`src/rtl/hth_pkg.sv`:
```
package hth_pkg;

    // Handler port timing, as printed
    localparam int unsigned CLK_FREQ_MHZ     = 200;
    localparam int unsigned TRIG_MIN_LOW_NS  = 1000;   // Least low time of a start or stop pulse
    localparam int unsigned TRIG_GAP_MIN_NS  = 0;      // Least gap from completion to next trigger
    localparam int unsigned TRIG_MIN_LOW_CYC =
        (TRIG_MIN_LOW_NS * CLK_FREQ_MHZ + 999) / 1000;

    // Input conditioning depth
    localparam int unsigned SYNC_STAGES = 3;

    // Reset levels of the handler outputs (all deasserted: active-low pins high, busy low)
    localparam logic        EOC_N_RST  = 1'b1;
    localparam logic        BUSY_RST   = 1'b0;
    localparam logic        PASS_N_RST = 1'b1;
    localparam logic        FAIL_N_RST = 1'b1;

    // Test sequencer states
    typedef enum logic [1:0] {
        HTH_IDLE,
        HTH_CONVERT,
        HTH_EVALUATE
    } hth_state_t;

endpackage

```
`src/rtl/hth_edge_sync.sv`:
```
`timescale 1ns/100ps

// Brings an active-low handler pin into the clock domain and flags its release
module hth_edge_sync (
    input  wire logic clock,
    input  wire logic reset,
    input  wire logic pin_n,
    output logic      rise
);

    logic [hth_pkg::SYNC_STAGES-1:0] sync_ff;
    logic                            level_ff;
    logic                            agree;

    // Stage 0 feeds stage 1 only; metastability stays off the compare
    always_ff @(posedge clock) begin
        if (reset) begin
            sync_ff  <= {hth_pkg::SYNC_STAGES{1'b1}};
            level_ff <= 1'b1;
        end else begin
            sync_ff <= {sync_ff[hth_pkg::SYNC_STAGES-2:0], pin_n};
            if (agree) begin
                level_ff <= sync_ff[2];
            end
        end
    end

    // A change counts once stages 1 and 2, the last two, agree
    assign agree = (sync_ff[1] == sync_ff[2]);
    assign rise  = agree && sync_ff[2] && !level_ff;  // Low-to-high release

endmodule // hth_edge_sync

```
`src/rtl/hth_handler_port.sv`:
```
// What this block does
// - Slash-named handler signals are active low.
// - Assert end-of-conversion when conversion finishes.
// - Results valid only after busy drops.
// - Busy high until calculate, compare, display done.
// - External mode: start on start-pin rising edge.
// - Stop-pin rising edge aborts running test.
// - Next trigger allowed right after completion.
// - Verdict held from completion until next trigger.
// - Triggers during a test are ignored.
`timescale 1ns/100ps

module hth_handler_port (
    input  wire logic clock,
    input  wire logic reset,
    // Handler pins
    input  wire logic start_n,
    input  wire logic stop_n,
    output logic      eoc_n,
    output logic      busy,
    output logic      pass_n,
    output logic      fail_n,
    // Instrument side
    input  wire logic ext_trig_mode,
    input  wire logic int_trig,
    output logic      test_start,
    output logic      test_abort,
    input  wire logic conv_done,
    input  wire logic eval_done,
    input  wire logic eval_pass,
    output logic      trig_ignored
);

    // Sequencer and registered pins
    hth_pkg::hth_state_t state_ff;
    hth_pkg::hth_state_t nxt_state;
    logic                eoc_n_ff;
    logic                nxt_eoc_n;
    logic                busy_ff;
    logic                nxt_busy;
    logic                pass_n_ff;
    logic                nxt_pass_n;
    logic                fail_n_ff;
    logic                nxt_fail_n;

    // Conditioned pin events and qualified requests
    logic                start_rise;
    logic                stop_rise;
    logic                ext_start;
    logic                int_start;
    logic                any_trig;
    logic                in_test;
    logic                accept;
    logic                abort;

    // Phase ends
    logic                conv_end;
    logic                eval_end;

    // A phase ends on its own done strobe; a stop in the same cycle wins,
    // so an aborted test never leaves a half-written result behind
    function automatic logic phase_end(
        input hth_pkg::hth_state_t now,
        input hth_pkg::hth_state_t phase,
        input logic                done,
        input logic                stop
    );
        return (now == phase) && done && !stop;
    endfunction

    // One active-low verdict pin: cleared by a trigger, loaded at completion,
    // else held; both pins share it so their clear and load cannot drift apart
    function automatic logic verdict_n(
        input logic clear,
        input logic load,
        input logic held_n,
        input logic win
    );
        logic res_n;
        res_n = held_n;
        if (clear) begin
            res_n = 1'b1;
        end else if (load) begin
            res_n = !win;
        end
        return res_n;
    endfunction

    // Pin conditioning; pulse width is the handler's duty
    hth_edge_sync u_start_sync (
        .clock (clock),
        .reset (reset),
        .pin_n (start_n),
        .rise  (start_rise)
    );

    hth_edge_sync u_stop_sync (
        .clock (clock),
        .reset (reset),
        .pin_n (stop_n),
        .rise  (stop_rise)
    );

    // Trigger sources never mix: a pin edge in internal mode, or an
    // internal request in external mode, is simply not a trigger
    assign ext_start    = start_rise && ext_trig_mode;
    assign int_start    = int_trig && !ext_trig_mode;
    assign any_trig     = ext_start || int_start;

    // Acceptance only from idle; anything else is dropped and flagged
    assign in_test      = (state_ff != hth_pkg::HTH_IDLE);
    assign accept       = any_trig && !in_test;  // Idle at once: zero gap
    assign trig_ignored = any_trig && in_test;
    assign abort        = stop_rise && in_test;
    assign test_start   = accept;
    assign test_abort   = abort;

    // Phase completions for the output registers; the sequencer tests abort
    // ahead of conv_done and ends evaluate on abort or eval_done alike, so its moves match these ends
    assign conv_end = phase_end(state_ff, hth_pkg::HTH_CONVERT, conv_done, abort);
    assign eval_end = phase_end(state_ff, hth_pkg::HTH_EVALUATE, eval_done, abort);

    // Sequencer: convert, then evaluate, then idle; a stop in either
    // phase goes straight back to idle
    always_comb begin
        nxt_state = state_ff;
        case (state_ff)
            hth_pkg::HTH_IDLE: begin
                if (accept) begin
                    nxt_state = hth_pkg::HTH_CONVERT;
                end
            end
            hth_pkg::HTH_CONVERT: begin
                if (abort) begin
                    nxt_state = hth_pkg::HTH_IDLE;
                end else if (conv_done) begin
                    nxt_state = hth_pkg::HTH_EVALUATE;
                end
            end
            hth_pkg::HTH_EVALUATE: begin
                if (abort || eval_done) begin
                    nxt_state = hth_pkg::HTH_IDLE;
                end
            end
            default: begin
                nxt_state = hth_pkg::HTH_IDLE;
            end
        endcase
    end

    // End of conversion: released on trigger, set at conversion end
    assign nxt_eoc_n = accept   ? 1'b1 :
                       conv_end ? 1'b0 :
                       eoc_n_ff;

    // Busy follows the next state: high from the edge after accept until
    // the edge that loads the verdict, or the edge after a stop
    assign nxt_busy = (nxt_state != hth_pkg::HTH_IDLE);

    // Verdicts land with busy falling, so they are valid once busy is low
    // A trigger clears both pins before a new result can load one
    assign nxt_pass_n = verdict_n(accept, eval_end, pass_n_ff, eval_pass);
    assign nxt_fail_n = verdict_n(accept, eval_end, fail_n_ff, !eval_pass);

    // Sequencer state; reset parks it idle so no test is pending
    always_ff @(posedge clock) begin
        if (reset) begin
            state_ff <= hth_pkg::HTH_IDLE;
        end else begin
            state_ff <= nxt_state;
        end
    end

    // End of conversion; stays asserted through evaluation and idle so the
    // handler may swap parts early, until the next trigger releases it
    always_ff @(posedge clock) begin
        if (reset) begin
            eoc_n_ff <= hth_pkg::EOC_N_RST;
        end else begin
            eoc_n_ff <= nxt_eoc_n;
        end
    end

    // Busy register; a flop of its own so the pin is glitch free even
    // though the state may be re-encoded later
    always_ff @(posedge clock) begin
        if (reset) begin
            busy_ff <= hth_pkg::BUSY_RST;
        end else begin
            busy_ff <= nxt_busy;
        end
    end

    // Pass pin register; holds across idle time until the next trigger,
    // so a slow handler still reads the verdict
    always_ff @(posedge clock) begin
        if (reset) begin
            pass_n_ff <= hth_pkg::PASS_N_RST;
        end else begin
            pass_n_ff <= nxt_pass_n;
        end
    end

    // Fail pin register; loaded on the same edge as the pass pin, so the
    // two are never seen both asserted
    always_ff @(posedge clock) begin
        if (reset) begin
            fail_n_ff <= hth_pkg::FAIL_N_RST;
        end else begin
            fail_n_ff <= nxt_fail_n;
        end
    end

    // Pins come straight from flops, so the handler never sees a glitch
    assign eoc_n  = eoc_n_ff;
    assign busy   = busy_ff;
    assign pass_n = pass_n_ff;
    assign fail_n = fail_n_ff;

endmodule // hth_handler_port

```
`config.mk`:
```
export PLATFORM = sky130hd
export DESIGN_NAME = hth_handler_port
export DESIGN_NICKNAME = d
export VERILOG_FILES = /design/src/rtl/hth_pkg.sv /design/src/rtl/hth_edge_sync.sv /design/src/rtl/hth_handler_port.sv
export SDC_FILE = /design/constraint.sdc
export NUM_CORES = 1
export LEC_CHECK = 0
export BUFFER_PORTS_ARGS = -buffer_cell sky130_fd_sc_hd__buf_4
export CAP_MARGIN = 10
export CORE_AREA = 2 2 39 41
export DETAILED_ROUTE_END_ITERATION = 16
export DIE_AREA = 0 0 41 43
export GPL_ROUTABILITY_DRIVEN = 0
export PLACE_DENSITY_LB_ADDON = 0.15
export SLEW_MARGIN = 20
export SYNTH_ARGS = -nofsm -noshare
export SYNTH_HDL_FRONTEND = slang
export SYNTH_SLANG_ARGS = --single-unit
```
`constraint.sdc`:
```
create_clock -name clock -period 1.65 [get_ports clock]
set_input_delay 0 -clock clock [delete_from_list [all_inputs] [get_ports clock]]
set_output_delay 0 -clock clock [all_outputs]
set_load 0.01 [all_outputs]
```
# --- After elaboration in Yosys (flattened, before gate mapping) ---
# Index checks and enable logic that the tools add are counted.
word_totals:
  ff_bits: 14
  in_bits: 9
  output_inout_bits: 7
  elab_cells: 43
op_classes:
  eq_ne: 4
  muxes: 5
  n_reduce_logical: 25
ops:
  columns: ["cell", "n"]
  rows:
  - ["logical AND 1 bit", 13]
  - ["two-way mux 2 bit", 4]
  - ["zero test 1 bit", 6]
  - ["one-hot mux 2 bit (3 select lines)", 1]
  - ["nonzero test 2 bit", 2]
  - ["equality test 1 bit", 2]
  - ["equality test 2 x 1 -> 1 bit (second input constant)", 1]
  - ["equality test 2 bit (second input constant)", 1]
  - ["zero test 2 bit", 1]
  - ["logical OR 1 bit", 2]
  - ["OR reduction 2 bit", 1]

# --- Depth between registers and ports, before layout ---
# Gate-level depths: netlist of the first run.
depth:
  depth_word: 9
  mapped_depth: 4
  mapped_depth_nobuf: 4

# --- Hierarchy ---
# A second synthesis of the first run with hierarchy kept.
hier_totals:
  cells_unflattened: 50
  area_unflattened_um2: 534.3
modules_own_cells:
  columns: ["mod", "n_inst", "cells_each", "area_each_um2"]
  rows:
  - ["hth_handler_port", 1, 28, 269.0]
  - ["hth_edge_sync", 2, 11, 132.6]

# --- Least setup slack after synthesis of the first run ---
# Ideal clock, no wire load.
synth_timing:
  kind: "reg-to-reg"
  startpoint: "register u_start_sync.sync_ff[1] (netlist name)"
  endpoint: "register state_ff[0]"
  setup_ps: 146
  t_arrival_ps: 1044
  slack_ps: 460
  stages_incl_launch_ff: 5
  n_path_buf: 0
  path_cell_list: "dfxtp_1 ha_1 and3b_1 o21ai_1 a221oi_1"
synth_between:
  elab_chain_cells: 8
synth_lines:
  columns: ["item", "line", "source"]
  rows:
  - ["start, declared", "hth_edge_sync.sv:11", "logic [hth_pkg::SYNC_STAGES-1:0] sync_ff;"]
  - ["start signal, assigned", "hth_edge_sync.sv:18", "sync_ff <= {hth_pkg::SYNC_STAGES{1'b1}};"]
  - ["start signal, assigned", "hth_edge_sync.sv:21", "sync_ff <= {sync_ff[hth_pkg::SYNC_STAGES-2:0], pin_n};"]
  - ["equality test 1 bit", "hth_edge_sync.sv:29", "assign agree = (sync_ff[1] == sync_ff[2]);"]
  - ["logical AND 1 bit (2 in a row)", "hth_edge_sync.sv:30", "assign rise = agree && sync_ff[2] && !level_ff;"]
  - ["logical AND 1 bit", "hth_handler_port.sv:106", "assign ext_start = start_rise && ext_trig_mode;"]
  - ["logical OR 1 bit", "hth_handler_port.sv:108", "assign any_trig = ext_start || int_start;"]
  - ["logical AND 1 bit", "hth_handler_port.sv:112", "assign accept = any_trig && !in_test;"]
  - ["two-way mux 2 bit", "hth_handler_port.sv:129", "if (accept) begin"]
  - ["one-hot mux 2 bit (3 select lines)", "hth_handler_port.sv:127", "case (state_ff)"]
  - ["end signal, assigned", "hth_handler_port.sv:168", "state_ff <= hth_pkg::HTH_IDLE;"]
  - ["end signal, assigned", "hth_handler_port.sv:170", "state_ff <= nxt_state;"]
  - ["end, declared", "hth_handler_port.sv:35", "hth_pkg::hth_state_t state_ff;"]
# Every way passes these cells.
# A chain may end at the register's enable or synchronous reset.

# --- Worst setup path after layout of the first run ---
layout_timing:
  startpoint: "register u_start_sync.sync_ff[1] (netlist name)"
  endpoint: "output test_start"
layout_between:
  elab_chain_cells: 6
layout_lines:
  columns: ["item", "line", "source"]
  rows:
  - ["equality test 1 bit", "hth_edge_sync.sv:29", null]
  - ["logical AND 1 bit (2 in a row)", "hth_edge_sync.sv:30", null]
  - ["logical AND 1 bit", "hth_handler_port.sv:106", null]
  - ["logical OR 1 bit", "hth_handler_port.sv:108", null]
  - ["logical AND 1 bit", "hth_handler_port.sv:112", null]
  - ["end, declared", "hth_handler_port.sv:26", "output logic test_start,"]
# Every way passes these cells.

==> results of run 1 <==
cells in the final DEF, fill, tap and decap left out:
| cell type | n |
|---|---|
| sky130_fd_sc_hd__buf_4 | 15 |
| sky130_fd_sc_hd__dfxtp_1 | 14 |
| sky130_fd_sc_hd__or2_1 | 6 |
| sky130_fd_sc_hd__nor2b_1 | 4 |
| sky130_fd_sc_hd__nand3b_1 | 4 |
| sky130_fd_sc_hd__o21ai_0 | 3 |
| sky130_fd_sc_hd__clkbuf_4 | 3 |
| sky130_fd_sc_hd__dlygate4sd3_1 | 3 |
| sky130_fd_sc_hd__nor2_1 | 2 |
| sky130_fd_sc_hd__nand2b_1 | 2 |
| sky130_fd_sc_hd__or3b_1 | 2 |
| sky130_fd_sc_hd__nand4b_1 | 2 |
| sky130_fd_sc_hd__a211o_1 | 2 |
| sky130_fd_sc_hd__ha_1 | 2 |
| sky130_fd_sc_hd__and3b_1 | 1 |
| sky130_fd_sc_hd__o21ai_2 | 1 |
| sky130_fd_sc_hd__inv_1 | 1 |
| sky130_fd_sc_hd__o22a_1 | 1 |
| sky130_fd_sc_hd__a211oi_1 | 1 |
| sky130_fd_sc_hd__a21o_1 | 1 |
| sky130_fd_sc_hd__a21oi_2 | 1 |
| sky130_fd_sc_hd__or3_1 | 1 |
| sky130_fd_sc_hd__a221oi_1 | 1 |
| sky130_fd_sc_hd__clkbuf_8 | 1 |
power by group:
group | leakage (nW) | internal [mW] | switching [mW]
Clock | 0.0210 | 0.134 | 0.108
Sequential | 0.115 | 0.353 | 0.00914
Combinational | 0.177 | 0.0474 | 0.0339
final cells by class:
cell class              count  area, µm²  share of cell area
repair buffers             18        143               0.189
well taps                  16       20.0              0.0266
inverters                   1       3.75             0.00498
multi-input cells          37        270               0.359
clock buffers               4       36.3              0.0482
flip-flops and latches     14        280               0.372
cells by family after synthesis:
family	after synthesis	share of synthesized area
AO/OA/AOI/OAI	11	0.142
adder cells (fa/ha/maj)	2	0.0451
flip-flops	14	0.506
buffers and inverters	2	0.0135
AND/OR/NAND/NOR	24	0.293
layer usage:
layer | up-vias | part of all wire
met5 | - | 0
met4 | 0 | 0.015
met3 | 2 | 0.039
met2 | 8 | 0.50
met1 | 210 | 0.44
li1 | 234 | -
critical path, stage by stage, from the launching register on:
cell and delay (ps):
sky130_fd_sc_hd__dfxtp_1 320, sky130_fd_sc_hd__ha_1 180, sky130_fd_sc_hd__and3b_1 190, sky130_fd_sc_hd__o21ai_2 260, sky130_fd_sc_hd__inv_1 80, sky130_fd_sc_hd__buf_4 150
through the flow:
step                      hold WS (ps)   util  std cells  cell area [µm²]  setup WS [ps]
final                             18.5  0.544         90              753            199
after global routing              28.0  0.544         90              753           66.9
after CTS                         16.0  0.542         90              749           34.1
after detailed placement           185  0.494         83              683            289
after global placement             181  0.494         83              683            340
after floorplan                   97.1      -         53              554            460
final timing paths:
| kind | startpoint | endpoint | slack [ps] | depth (start not counted) |
|---|---|---|---|---|
| worst max-delay path | u_start_sync.sync_ff[1]$_SDFF_PP1_ | test_start | 200 | 5 |
| worst min-delay path | conv_done | state_ff[0]$_SDFF_PP0_ | 20 | 3 |
| worst max register to register | u_stop_sync.sync_ff[1]$_SDFF_PP1_ | fail_n$_SDFFE_PP1P_ | 380 | 4 |
| worst min register to register | u_start_sync.sync_ff[0]$_SDFF_PP1_ | u_start_sync.sync_ff[1]$_SDFF_PP1_ | 410 | 1 |
sequential cells by signal, summed over array words and instances, names as in the netlist:
register	flops
u_start_sync.level_ff	1
busy	1
eoc_n	1
state_ff	2
u_stop_sync.sync_ff	3
u_start_sync.sync_ff	3
u_stop_sync.level_ff	1
pass_n	1
fail_n	1
timing repair:
item / CTS / global route
resized for setup: 0 / 1
setup endpoints to repair: 0 / 1
hold buffers: 3 / 0
endpoints found under the hold margin: 5 / 0
==> flow_summary.rst, run 1 <==
.. list-table::
   :header-rows: 1

   * - Metric
     - Value
   * - Final setup fails
     - 0
   * - Placement Rows
     - 14
   * - First-pass DRT Iterations
     - 1
   * - Insertion delay to the later sink of the worst-skew pair
     - 270 ps
   * - Net total in the final layout
     - 86
   * - Number of vias after detailed routing
     - 454
   * - Achievable frequency
     - approximately 690 MHz
   * - Antenna violations before repair
     - 0
   * - Leakage power
     - 0.313 nW
   * - GRT met3 Usage
     - 0.0314
   * - Number of buffers created by CTS
     - 3
   * - Syn-to-layout area delta
     - 35.9%
   * - Synthesized instance count
     - 53
   * - Clk buf depth
     - 2
   * - Normalized max-slew margin
     - 0.720
   * - Horiz. Die Dim
     - 41 µm
   * - Top-count cell post-synth
     - sky130_fd_sc_hd__dfxtp_1
   * - Cell types with the highest counts after synthesis
     - sky130_fd_sc_hd__dfxtp_1 (14), sky130_fd_sc_hd__or2_1 (6), sky130_fd_sc_hd__nand3b_1 (4), sky130_fd_sc_hd__nor2b_1 (4), sky130_fd_sc_hd__o21ai_0 (3)
   * - Overflow left after global routing
     - 0
   * - Global-route wire length before repair
     - 1.63 mm
   * - Most Crowded Layer GR
     - met2
   * - Sinks on Clock Net
     - 14
   * - Core Box Area
     - 0.00138 mm²
   * - Ranking of synthesized cells by area
     - sky130_fd_sc_hd__dfxtp_1 (51%), sky130_fd_sc_hd__or2_1 (6.8%), sky130_fd_sc_hd__nand3b_1 (5.4%), sky130_fd_sc_hd__ha_1 (4.5%), sky130_fd_sc_hd__nor2b_1 (4.5%)
   * - Number of storage elements in the synthesis netlist
     - 14
   * - Detailed-route vias per instance
     - 5.04
   * - Count of buffers inserted at the top-level ports
     - 15
   * - RSZ-0062 raised after global routing
     - false
   * - Initial Utilization
     - 0.401
   * - Type of the worst setup path
     - reg2out
   * - Final worst path period need
     - 1450 ps
   * - Vias in the first global route
     - 433
   * - Overall track demand over capacity in global routing
     - 0.139
   * - Sequential area share after synthesis
     - 0.506
   * - Sum of negative setup slack
     - 0 ps
   * - Total of fill cells in the finished design
     - roughly 130
   * - Met2 global-route usage
     - 0.225
   * - Clock-pin slew of the registers on the worst-case setup and hold paths
     - 80 ps
   * - Area of the die
     - 0.00176 mm²
   * - Number of remaining DRC errors
     - 0
   * - Global Route met1 Usage
     - 0.148
   * - Final Routed Wirelength
     - 978 µm
   * - Number of distinct library cell variants in the gate-level netlist after synthesis
     - 21
   * - Clock tree from TritonCTS
     - built
   * - Tightest Pin Transition
     - 420 ps
   * - Number of antenna cells inserted
     - 0
   * - Critical path endpoint category
     - output pin
   * - Post-synth EDFFs
     - 0
   * - Avg WL per Cell
     - between 10 and 15 µm
   * - Most instantiated flip-flop cell in the synthesis netlist
     - sky130_fd_sc_hd__dfxtp_1
   * - Height of the die
     - 43 µm
   * - Layout cell share with drive strength beyond 1
     - 0.284
   * - WP data required
     - roughly 1700 ps
   * - Number of levels the H-tree was split into
     - 1
   * - Endpoint arrival time on the critical path
     - 1450 ps
   * - PnR Total Power
     - 0.685 mW
   * - Outcome
     - completed
   * - DRT antenna net count
     - 0
   * - Clock skew after layout
     - between 0.5 and 0.6 ps
   * - Final worst-path cycle share
     - 0.879
   * - Net Count, Synth
     - between 60 and 70
   * - Largest net degree at the start of global routing
     - 15
   * - Average cell area after synthesis
     - 10.5 µm²
   * - Final-report hold violation count
     - 0
   * - Boundary Pins
     - 16
   * - Max Fanout on Critical Path
     - 6
   * - Dominant cell type by area after synthesis
     - sky130_fd_sc_hd__dfxtp_1
   * - Portion of synthesized cell area occupied by the leading cell type
     - 0.506
   * - Cell area after synthesis
     - around 550 µm²
   * - Cell at the root of the clock tree
     - sky130_fd_sc_hd__clkbuf_4
   * - Number of pins exceeding their max-slew limit in the final report
     - 0
   * - Power density relative to cell area
     - 909 mW/mm²
   * - Class of the tightest hold or removal check
     - in2reg
   * - Initial DRC count
     - 0
   * - Yosys warns
     - 0
   * - Post CTS Setup Buffer Count
     - 0
   * - Share of flip-flops with an asynchronous set or reset
     - 0
   * - Kind of launch point of the worst setup path
     - flop
   * - Reported max-cap violation count
     - 0
   * - VDD IR max
     - about 0.00043 V
(Power assumes the default switching activity.)
==> run 2, diff against run 1 <==
--- a/config.mk
+++ b/config.mk
@@ -10,7 +10,6 @@
 export CORE_AREA = 2 2 39 41
 export DETAILED_ROUTE_END_ITERATION = 16
 export DIE_AREA = 0 0 41 43
-export GPL_ROUTABILITY_DRIVEN = 0
 export PLACE_DENSITY_LB_ADDON = 0.15
 export SLEW_MARGIN = 20
 export SYNTH_ARGS = -nofsm -noshare
==> constraint.sdc (replaced) <==
create_clock -name clock -period 1.8 [get_ports clock]
set_input_delay 0 -clock clock [delete_from_list [all_inputs] [get_ports clock]]
set_output_delay 0 -clock clock [all_outputs]
set_load 0.01 [all_outputs]
==> run 2 against run 1 <==
Final area shrank 0.50%; sequential share of layout area increased by 0.19 points; count of clock-buffer cells in the layout is the same; core utilization is 0.27 points lower; combinational power shrank 10%; global-route usage stayed put.
==> flow_summary.rst, run 2 (same netlist as run 1, synthesis figures left out) <==
.. list-table::
   :header-rows: 1

   * - Metric
     - Value
   * - Final Routed Wirelength
     - roughly 1000 µm
   * - Normalized max-slew margin
     - 0.688
   * - Max Fanout on Critical Path
     - 6
   * - CP max stage cell
     - sky130_fd_sc_hd__o21ai_1
   * - Met3 wire length
     - ~38 µm
   * - Clk buf depth
     - 2
   * - Antenna violations before repair
     - 0
   * - Global-route wire length before repair
     - 1.63 mm
   * - Worst setup slack after placement
     - roughly 440 ps
   * - FF/Latch Area
     - 280 µm²
   * - Number of buffers created by CTS
     - 3
   * - Clock-pin slew of the registers on the worst-case setup and hold paths
     - 80 ps
   * - Worst path max stage delay
     - between 300 and 400 ps
   * - Avg WL per Cell
     - 10.9 µm
   * - Detailed-route vias per instance
     - 5.00
   * - Routed met1 length
     - 447 µm
   * - Final worst-path setup slack
     - 212 ps
   * - Vias in the first global route
     - 433
   * - Net switching power figure
     - approximately 0.14 mW
   * - Global placement routability congestion
     - 0.628
   * - Final std cell area, no fill
     - 749 µm²
   * - Leakage power
     - 0.312 nW
   * - Most common library cell in the layout ignoring fill and taps
     - sky130_fd_sc_hd__buf_4
   * - Fraction of power consumed by sequential logic
     - 0.529
   * - Sw Share
     - 0.221
   * - Number of antenna cells inserted
     - 0
   * - Final setup fails
     - 0
   * - Initial Utilization
     - 0.401
   * - Area of the die
     - 0.00176 mm²
   * - Sinks on Clock Net
     - 14
   * - Number of pins exceeding their max-slew limit in the final report
     - 0
   * - First-pass DRT Iterations
     - 1
   * - Class of the tightest hold or removal check
     - in2reg
   * - Internal power component
     - ~0.5 mW
   * - Clock skew after layout
     - 1.51 ps
   * - Reported max-cap violation count
     - 0
   * - Boundary Pins
     - 16
   * - Placement Rows
     - 14
   * - Power density relative to cell area
     - approximately 840 mW/mm²
   * - Worst Hold Margin
     - 17.8 ps
   * - Count of buffers inserted at the top-level ports
     - 15
   * - Number of vias after detailed routing
     - 450
   * - Achievable frequency
     - 630 MHz
   * - Kind of launch point of the worst setup path
     - flop
   * - Insertion delay to the later sink of the worst-skew pair
     - 270 ps
   * - Crit-path leading delay family
     - compound AO/OA/AOI/OAI gates
   * - Syn-to-layout area delta
     - 35.2%
   * - Initial DRC count
     - 0
   * - Highest signal layer in the routed design
     - met4
   * - Number of levels the H-tree was split into
     - 1
   * - Clock tree from TritonCTS
     - built
   * - DRT antenna net count
     - 0
   * - Final worst-path cycle share
     - 0.882
   * - Final core utilization
     - 0.542
   * - Endpoint arrival time on the critical path
     - 1590 ps
   * - Final worst path period need
     - 1590 ps
   * - Outcome
     - completed
   * - Height of the die
     - 43 µm
   * - Type of the worst setup path
     - reg2out
   * - Post CTS Setup Buffer Count
     - 0
   * - Layout cell share with drive strength beyond 1
     - 0.270
   * - Tightest Pin Transition
     - 465 ps
   * - Overflow left after global routing
     - 0
   * - Horiz. Die Dim
     - just over 40 µm
   * - Total of fill cells in the finished design
     - 125
   * - Sum of negative setup slack
     - 0 ps
   * - Most used cells in the layout excluding fill and tap cells
     - sky130_fd_sc_hd__buf_4 (15), sky130_fd_sc_hd__dfxtp_1 (14), sky130_fd_sc_hd__or2_1 (6), sky130_fd_sc_hd__nor2b_1 (4), sky130_fd_sc_hd__nand3b_1 (4)
   * - Critical path endpoint category
     - output pin
   * - WL met2
     - 478 µm
   * - Core Box Area
     - approximately 0.0014 mm²
   * - Post-cts repair resize count
     - 0
   * - VDD IR max
     - 0.000398 V
   * - Largest net degree at the start of global routing
     - 15
   * - Combined buffer and inverter count along the critical path
     - 2
   * - Overall track demand over capacity in global routing
     - 0.139
   * - WP data required
     - 1800 ps
   * - Clock Power Share
     - 0.355
   * - Net total in the final layout
     - 86
   * - Share of power burned in combinational logic
     - 0.117
   * - Cell at the root of the clock tree
     - sky130_fd_sc_hd__clkbuf_4
   * - Area occupied by multi-input gates
     - 267 µm²
   * - Top Registers
     - u_start_sync.sync_ff: 3 flops, u_stop_sync.sync_ff: 3 flops, state_ff: 2 flops
   * - Area post-placement
     - 683 µm²
   * - Number of remaining DRC errors
     - 0
   * - Final-report hold violation count
     - 0
   * - RSZ-0062 raised after global routing
     - false
   * - Critical path, cell by cell
     - ha_1, and3b_1, o21ai_1, inv_1, buf_4
==> run 2: cell counts in the layout (fill, tap and decap cells not counted) <==
Identical to the previous run, type by type.
==> run 2: power groups by stage <==
stage	sequential, mW	clock (mW)	combinational, mW
2_1_floorplan	0.339	0	0.0368
3_3_place_gp	0.339	0	0.0681
3_5_place_dp	0.339	0	0.0688
4_1_cts	0.332	0.228	0.0741
5_1_grt	0.334	0.236	0.0818
6_report	0.332	0.223	0.0732
==> run 2: area by class of cell <==
class / instances / share of cell area
clock buffers: 4 / 0.0484
flip-flops and latches: 14 / 0.374
well taps: 16 / 0.0267
multi-input cells: 37 / 0.356
repair buffers: 18 / 0.190
inverters: 1 / 0.00501
==> run 2: worst paths after layout <==
kind                                       from                                  to  slack [ps]  depth (start not counted)
min reg2reg  u_start_sync.sync_ff[0]$_SDFF_PP1_  u_start_sync.sync_ff[1]$_SDFF_PP1_         410                          1
max          u_start_sync.sync_ff[1]$_SDFF_PP1_                          test_start         210                          5
max reg2reg  u_start_sync.sync_ff[1]$_SDFF_PP1_                 fail_n$_SDFFE_PP1P_         450                          4
min                                   conv_done              state_ff[0]$_SDFF_PP0_          20                          3
==> run 2: per-stage QoR <==
stage	power (mW)	std cells
finish	0.627	90
global route	0.652	90
CTS	0.633	90
detailed placement	0.408	83
global placement	0.407	83
floorplan	0.376	53
==> run 2: metal layers <==
metal	GRT usage	vias up
met5	0	-
met4	0.100	0
met3	0.0314	2
met2	0.225	8
met1	0.148	206
li1	-	234
==> run 2: worst register-to-register path, stage by stage (launching register included) <==
cell and delay (ps):
sky130_fd_sc_hd__dfxtp_1 320, sky130_fd_sc_hd__ha_1 180, sky130_fd_sc_hd__and3b_1 180, sky130_fd_sc_hd__o21ai_1 390, sky130_fd_sc_hd__nand4b_1 140
==> run 2: timing repair <==
action,4_1_cts,5_1_grt
hold buffers,3,0
endpoints found under the setup margin,0,0
hold endpoints to repair,5,0
